===== src/design/timer16_regs.vh =====
// Register offsets, field positions and reset values of the timer block.
// Assumes the including file supplies all logic; definitions only.
`ifndef TIMER16_REGS_VH
`define TIMER16_REGS_VH

`define ADDR_TIMER_MODE    16'hffba
`define ADDR_CAPCMP_CTRL   16'hffbc

`define TIMER_MODE_RESET   8'h00
`define CAPCMP_CTRL_RESET  8'h00

// Timer mode register fields
`define BIT_OVERFLOW       0
`define BIT_EDGE_TOGGLE    1
`define BIT_MODE_LO        2
`define BIT_MODE_HI        3

// Capture/compare control fields
`define BIT_A_CAPTURE      0
`define BIT_A_TRIGGER      1
`define BIT_B_CAPTURE      2

// Run mode encodings
`define MODE_STOP          2'b00
`define MODE_FREE          2'b01
`define MODE_CLR_EDGE      2'b10
`define MODE_CLR_MATCH     2'b11

// Valid edge selections
`define EDGE_FALL          2'b00
`define EDGE_RISE          2'b01
`define EDGE_BOTH          2'b11

`define COUNT_MAX          16'hffff
`define COUNT_ZERO         16'h0000

`endif


===== src/design/timer16_mode_capture_control.v =====
// Mode control and capture/compare control of a 16-bit timer.
// Assumes a byte register port, a count tick enable and synchronous pins.
`timescale 1ns/10ps
`default_nettype none
`include "timer16_regs.vh"

module timer16_mode_capture_control #(
  parameter CW = 16
) (
  // Clock, reset, enable
  input  wire          clk_i,
  input  wire          rst_n_i,
  input  wire          ce_i,
  // Register port
  input  wire [15:0]   addr_i,
  input  wire          wr_en_i,
  input  wire          rd_en_i,
  input  wire [7:0]    wdata_i,
  output reg  [7:0]    rdata_o,
  // Capture/compare register writes
  input  wire          capcmp_a_we_i,
  input  wire          capcmp_b_we_i,
  input  wire [CW-1:0] capcmp_wdata_i,
  // Count clock and edge selects
  input  wire          count_tick_i,
  input  wire [1:0]    edge_sel_a_i,
  input  wire [1:0]    edge_sel_b_i,
  // One-shot control
  input  wire          oneshot_mode_i,
  input  wire          oneshot_sw_trigger_i,
  // Timer pins
  input  wire          timer_in_a_i,
  input  wire          timer_in_b_i,
  output reg           timer_out_pin_o,
  // Status
  output reg  [CW-1:0] count_value_o,
  output reg  [CW-1:0] capcmp_reg_a_o,
  output reg  [CW-1:0] capcmp_reg_b_o,
  output reg           match_irq_a_o,
  output reg           match_irq_b_o
);

  reg  [3:0] timer_mode_reg_q;
  reg  [2:0] capcmp_ctrl_reg_q;
  reg        match_a_q;
  reg        match_b_q;
  reg        ovf_set;
  reg [CW-1:0] count_d;

  // Reset words, trimmed to the stored widths below
  localparam [7:0] MODE_RST = `TIMER_MODE_RESET;
  localparam [7:0] CTRL_RST = `CAPCMP_CTRL_RESET;

  wire       valid_a;
  wire       opp_a;
  wire       valid_b;
  wire       wr_mode;
  wire       wr_ctrl;
  wire [1:0] run_mode;
  wire       running;
  wire       edge_toggle_sel;
  wire       reg_a_capture_sel;
  wire       reg_a_trigger_sel;
  wire       reg_b_capture_sel;
  wire       match_a;
  wire       match_b;
  wire       match_a_ev;
  wire       match_b_ev;
  wire       cap_a;
  wire       cap_b;

  // Edge detectors on both input pins
  timer_pin_edge u_edge_a (
    .clk_i        (clk_i),
    .rst_n_i      (rst_n_i),
    .ce_i         (ce_i),
    .pin_i        (timer_in_a_i),
    .edge_sel_i   (edge_sel_a_i),
    .valid_edge_o (valid_a),
    .opp_edge_o   (opp_a)
  );

  timer_pin_edge u_edge_b (
    .clk_i        (clk_i),
    .rst_n_i      (rst_n_i),
    .ce_i         (ce_i),
    .pin_i        (timer_in_b_i),
    .edge_sel_i   (edge_sel_b_i),
    .valid_edge_o (valid_b),
    .opp_edge_o   ()
  );

  // Address decode
  assign wr_mode = ce_i & wr_en_i & (addr_i == `ADDR_TIMER_MODE);
  assign wr_ctrl = ce_i & wr_en_i & (addr_i == `ADDR_CAPCMP_CTRL);

  // Field views
  assign run_mode          = timer_mode_reg_q[`BIT_MODE_HI:`BIT_MODE_LO];
  assign running           = (run_mode != `MODE_STOP);
  assign edge_toggle_sel   = timer_mode_reg_q[`BIT_EDGE_TOGGLE];
  assign reg_a_capture_sel = capcmp_ctrl_reg_q[`BIT_A_CAPTURE];
  assign reg_a_trigger_sel = capcmp_ctrl_reg_q[`BIT_A_TRIGGER];
  assign reg_b_capture_sel = capcmp_ctrl_reg_q[`BIT_B_CAPTURE];

  // Continuous compare against the count
  assign match_a    = running & ~reg_a_capture_sel &
                      (count_value_o == capcmp_reg_a_o);
  assign match_b    = running & ~reg_b_capture_sel &
                      (count_value_o == capcmp_reg_b_o);
  assign match_a_ev = ce_i & match_a & ~match_a_q;
  assign match_b_ev = ce_i & match_b & ~match_b_q;

  // Capture triggers
  assign cap_a = running & reg_a_capture_sel &
                 (reg_a_trigger_sel ? opp_a : valid_b);
  assign cap_b = running & reg_b_capture_sel & valid_a;

  // Next count and overflow detection
  always @* begin
    count_d = count_value_o;
    ovf_set = 1'b0;
    case (run_mode)
      `MODE_STOP: begin
        count_d = `COUNT_ZERO;
      end
      `MODE_FREE, `MODE_CLR_EDGE, `MODE_CLR_MATCH: begin
        if (run_mode == `MODE_CLR_EDGE && valid_a) begin
          count_d = `COUNT_ZERO;
        end else if (oneshot_mode_i && oneshot_sw_trigger_i) begin
          count_d = `COUNT_ZERO;
        end else if (count_tick_i) begin
          if (run_mode == `MODE_CLR_MATCH &&
              count_value_o == capcmp_reg_a_o &&
              count_value_o != `COUNT_MAX) begin
            count_d = `COUNT_ZERO;
          end else begin
            count_d = count_value_o + {{(CW-1){1'b0}}, 1'b1};
            ovf_set = (count_value_o == `COUNT_MAX);
          end
        end
      end
      default: begin
        count_d = `COUNT_ZERO;
      end
    endcase
  end

  // Control registers
  always @(posedge clk_i) begin
    if (!rst_n_i) begin
      timer_mode_reg_q  <= MODE_RST[3:0];
      capcmp_ctrl_reg_q <= CTRL_RST[2:0];
    end else if (ce_i) begin
      if (wr_mode) begin
        timer_mode_reg_q[3:1] <= wdata_i[3:1];
      end
      if (ovf_set) begin
        timer_mode_reg_q[`BIT_OVERFLOW] <= 1'b1;
      end else if (wr_mode) begin
        timer_mode_reg_q[`BIT_OVERFLOW] <= wdata_i[`BIT_OVERFLOW];
      end
      if (wr_ctrl) begin
        capcmp_ctrl_reg_q <= wdata_i[2:0];
      end
    end
  end

  // Counter, capture/compare registers, output and requests
  always @(posedge clk_i) begin
    if (!rst_n_i) begin
      count_value_o   <= `COUNT_ZERO;
      capcmp_reg_a_o  <= `COUNT_ZERO;
      capcmp_reg_b_o  <= `COUNT_ZERO;
      match_a_q       <= 1'b0;
      match_b_q       <= 1'b0;
      timer_out_pin_o <= 1'b0;
      match_irq_a_o   <= 1'b0;
      match_irq_b_o   <= 1'b0;
    end else if (ce_i) begin
      count_value_o <= count_d;
      match_a_q     <= match_a;
      match_b_q     <= match_b;
      if (cap_a) begin
        capcmp_reg_a_o <= count_value_o;
      end else if (capcmp_a_we_i) begin
        capcmp_reg_a_o <= capcmp_wdata_i;
      end
      if (cap_b) begin
        capcmp_reg_b_o <= count_value_o;
      end else if (capcmp_b_we_i) begin
        capcmp_reg_b_o <= capcmp_wdata_i;
      end
      if (running && (match_a_ev || match_b_ev ||
                      (edge_toggle_sel && valid_a))) begin
        timer_out_pin_o <= ~timer_out_pin_o;
      end
      match_irq_a_o <= match_a_ev | cap_a;
      match_irq_b_o <= match_b_ev | cap_b;
    end else begin
      match_irq_a_o <= 1'b0;
      match_irq_b_o <= 1'b0;
    end
  end

  // Register read path, unmapped reads zero
  always @(posedge clk_i) begin
    if (!rst_n_i) begin
      rdata_o <= 8'h00;
    end else if (ce_i && rd_en_i) begin
      if (addr_i == `ADDR_TIMER_MODE) begin
        rdata_o <= {4'h0, timer_mode_reg_q};
      end else if (addr_i == `ADDR_CAPCMP_CTRL) begin
        rdata_o <= {5'h00, capcmp_ctrl_reg_q};
      end else begin
        rdata_o <= 8'h00;
      end
    end
  end

endmodule
`default_nettype wire


===== src/design/timer_pin_edge.v =====
// Valid edge detector for one timer input pin.
// Assumes the pin is synchronous to clk_i and the edge select is static.
`timescale 1ns/10ps
`default_nettype none
`include "timer16_regs.vh"

module timer_pin_edge (
  // Clock, reset and enable
  input  wire       clk_i,
  input  wire       rst_n_i,
  input  wire       ce_i,
  // Pin and edge select
  input  wire       pin_i,
  input  wire [1:0] edge_sel_i,
  // Detected events
  output wire       valid_edge_o,
  output wire       opp_edge_o
);

  reg  pin_q;
  wire rise;
  wire fall;

  // Previous pin level
  always @(posedge clk_i) begin
    if (!rst_n_i) begin
      pin_q <= 1'b0;
    end else if (ce_i) begin
      pin_q <= pin_i;
    end
  end

  assign rise = ce_i & pin_i & ~pin_q;
  assign fall = ce_i & ~pin_i & pin_q;

  // Selected edge and its opposite phase
  assign valid_edge_o = (edge_sel_i == `EDGE_RISE) ? rise :
                        (edge_sel_i == `EDGE_FALL) ? fall :
                        (edge_sel_i == `EDGE_BOTH) ? (rise | fall) : 1'b0;
  assign opp_edge_o   = (edge_sel_i == `EDGE_RISE) ? fall :
                        (edge_sel_i == `EDGE_FALL) ? rise : 1'b0;

endmodule
`default_nettype wire


===== config.mk =====
export PLATFORM = sky130hd
export DESIGN_NAME = timer16_mode_capture_control
export DESIGN_NICKNAME = d
export VERILOG_FILES = /design/src/design/timer16_mode_capture_control.v /design/src/design/timer_pin_edge.v
export VERILOG_INCLUDE_DIRS = /design/src /design/src/design
export SDC_FILE = /design/constraint.sdc
export NUM_CORES = 1
export LEC_CHECK = 0
export BUFFER_PORTS_ARGS = -buffer_cell sky130_fd_sc_hd__buf_4
export CAP_MARGIN = 20
export CORE_MARGIN = 3
export CORE_UTILIZATION = 50
export DETAILED_ROUTE_END_ITERATION = 10
export PLACE_DENSITY_LB_ADDON = 0.15
export SLEW_MARGIN = 5
export SYNTH_ARGS = -nofsm -noshare
export SYNTH_HDL_FRONTEND = slang
export SYNTH_HIERARCHICAL = 1
export SYNTH_SLANG_ARGS = --single-unit

===== constraint.sdc =====
create_clock -name clk_i -period 4.3 [get_ports clk_i]
set_input_delay 0.215 -clock clk_i [delete_from_list [all_inputs] [get_ports clk_i]]
set_output_delay 0.215 -clock clk_i [all_outputs]
set_load 0.05 [all_outputs]

==> flow_summary.ini <==
[place]
gp_congestion = 0.814
portBuffers = 106
dp_hpwl_um = 6550
placed_area_sq_um = 4400

[floorplan]
rows = 30
die_w_um = 91.5
initial_core_util = 0.526
dieArea_sq_um = 8360
core_sq_um = 6940
die_h_um = 91.5
ios = 115

[global_routing]
grt_pass1_vias = 3035
met2_usage = 0.357
grt_max_degree = 52
global_route.usage.met1 = 0.303
busiest_layer = met2
gr-usage-met3 = 0.0365
overflow = 0
antenna_found_initial = 0
grtUsageTotal = 0.223
grt_first_pass_wirelength_um = 15100

[clocking]
cts.repair.resized = 0
clock-sinks = 66
cts_buffers = 9
cts_tree = done
cts_setup_buffers = 0
clkTransAtPathRegs_ns = 0.07
clockBufferDepth = 2
cts_root_buf = clkbuf_8
insertion_delay_ns = 0.34
htreeDepth = 3
hold_buffers = 0

[route]
wire_per_inst_um = 15.7
first_pass_iters = 4
vias = 3134
drt-initial-drc-count = 131
wirelength_um = 9150
postRouteAntennaNets = 0
drc = 0
viasPerCell = 5.37

[min_path]
holdPathEnd = timer_mode_reg_q[3]$_SDFFE_PN0P_
hold_start = wdata_i[3]
hold_depth = 3
worstHoldPathType = input pin to flop

[layout]
antennaDiodeCount = 0
multi_input_area_sq_um = 2120
layout_common_cells = buf_4, dfxtp_1, nand2_1
final_common_cell = buf_4
layout.nets = 541
postLayoutCellArea_sq_um = 4600
drive_gt1_frac = 0.275
area_growth_pct = 26.0
final_util = 0.663
regArea_sq_um = 1320
fill_cells = 591

[timing]
worst_pin_slew_ns = 1.08
fin_skew_ns = 0.0101
fin_tns_setup_ns = 0
fin_crit_ns = 2.72
drv_slew = 0
finalSetupViolations = 0
rsz0062_at_grt = no
fmax_ghz = 0.367
fin_crit_sh = 0.633
slew_headroom = 0.283
finalHoldViolCount = 0

[pwr]
total_power_mw = 1.46
ir_drop_uv = 214
p_leak_nw = 2.41
powerDensity_nw_per_um2 = 318

[worst_setup_path]
cpPeakStageDelay_ns = 0.88
rrSetupSlack_ns = 1.58
ff2ff_path_depth = 8
cp.arrival_ns = 2.95
worstReg2RegEnd = capcmp_reg_a_o[10]$_SDFFE_PN0P_
worstPathRequired_ns = 4.53
critPathBufInv = 1
end_kind = flop
worst-path-max-fanout = 32
critPathLaunchType = flop
crit_type = flop to flop
crit_slowest_cell = o21a_1
crit_chain = or3b_1 > a21oi_1 > mux2i_1 > nor2_4 > buf_4 > o21a_1 > nand2_1 > o211a_1
crit_family = compound AO/OA/AOI/OAI gates
rr_startpoint = u_edge_a/pin_q$_SDFFE_PN0P_

[synth]
syn_inst = 397
synthesis.area_sq_um = 3650
yosys_warnings = 6
avgSynthCellArea_sq_um = 9.20

[outcome]
status = finished, final reports clean

[job]
drv_cap = 0
how the worst max path moves through the flow:
stage	start	end	depth (start not counted)
2_1_floorplan	count_value_o[15]$_SDFFE_PN0P_	timer_out_pin_o$_SDFFE_PN0P_	7
3_3_place_gp	edge_sel_a_i[0]	capcmp_reg_a_o[4]$_SDFFE_PN0P_	9
3_5_place_dp	u_edge_a/pin_q$_SDFFE_PN0P_	capcmp_reg_a_o[8]$_SDFFE_PN0P_	8
4_1_cts	u_edge_a/pin_q$_SDFFE_PN0P_	capcmp_reg_a_o[8]$_SDFFE_PN0P_	8
5_1_grt	u_edge_a/pin_q$_SDFFE_PN0P_	capcmp_reg_a_o[15]$_SDFFE_PN0P_	8
6_report	u_edge_a/pin_q$_SDFFE_PN0P_	capcmp_reg_a_o[10]$_SDFFE_PN0P_	8
stage by stage:
step | cells | worst slack, ns | hold slack, ns
finish | 584 | 1.58 | 0.138
global route | 584 | 1.35 | 0.161
CTS | 584 | 1.60 | 0.127
detailed placement | 569 | 1.60 | 0.468
global placement | 569 | 1.65 | 0.459
floorplan | 400 | 2.18 | 0.343
registers in the layout, indices dropped and copies added, names as in the netlist:
name	cells
capcmp_ctrl_reg_q	3
timer_mode_reg_q	4
u_edge_a/pin_q	1
count_value_o	16
match_b_q	1
match_a_q	1
capcmp_reg_b_o	16
match_irq_b_o	1
capcmp_reg_a_o	16
rdata_o	4
u_edge_b/pin_q	1
timer_out_pin_o	1
match_irq_a_o	1
worst reg2reg max path, cell delays in order (launching register included):
cell and delay [ns]:
dfxtp_1 0.33, or3b_1 0.37, a21oi_1 0.16, mux2i_1 0.13, nor2_4 0.12, buf_4 0.32, o21a_1 0.88, nand2_1 0.13
o211a_1 0.17
layout make-up:
type | instances | share of cell area
clock inverters | 2 | 0.00761
inverters | 5 | 0.00408
multi-input cells | 293 | 0.460
clock buffers | 13 | 0.0367
repair buffers | 109 | 0.178
flip-flops and latches | 66 | 0.287
well taps | 96 | 0.0261
power breakdown:
part | internal [mW] | leakage (nW) | switching [mW]
registers | 0.635 | 0.539 | 0.0227
logic | 0.103 | 1.76 | 0.160
clock network | 0.312 | 0.106 | 0.233
total | 1.05 | 2.41 | 0.415
per-layer routing:
layer	routed length (um)	vias to the layer above
met4	147	0
met1	4260	1472
met5	0	-
li1	-	1562
met3	470	15
met2	4280	85
No activity file was read; power rests on OpenSTA's default activity.
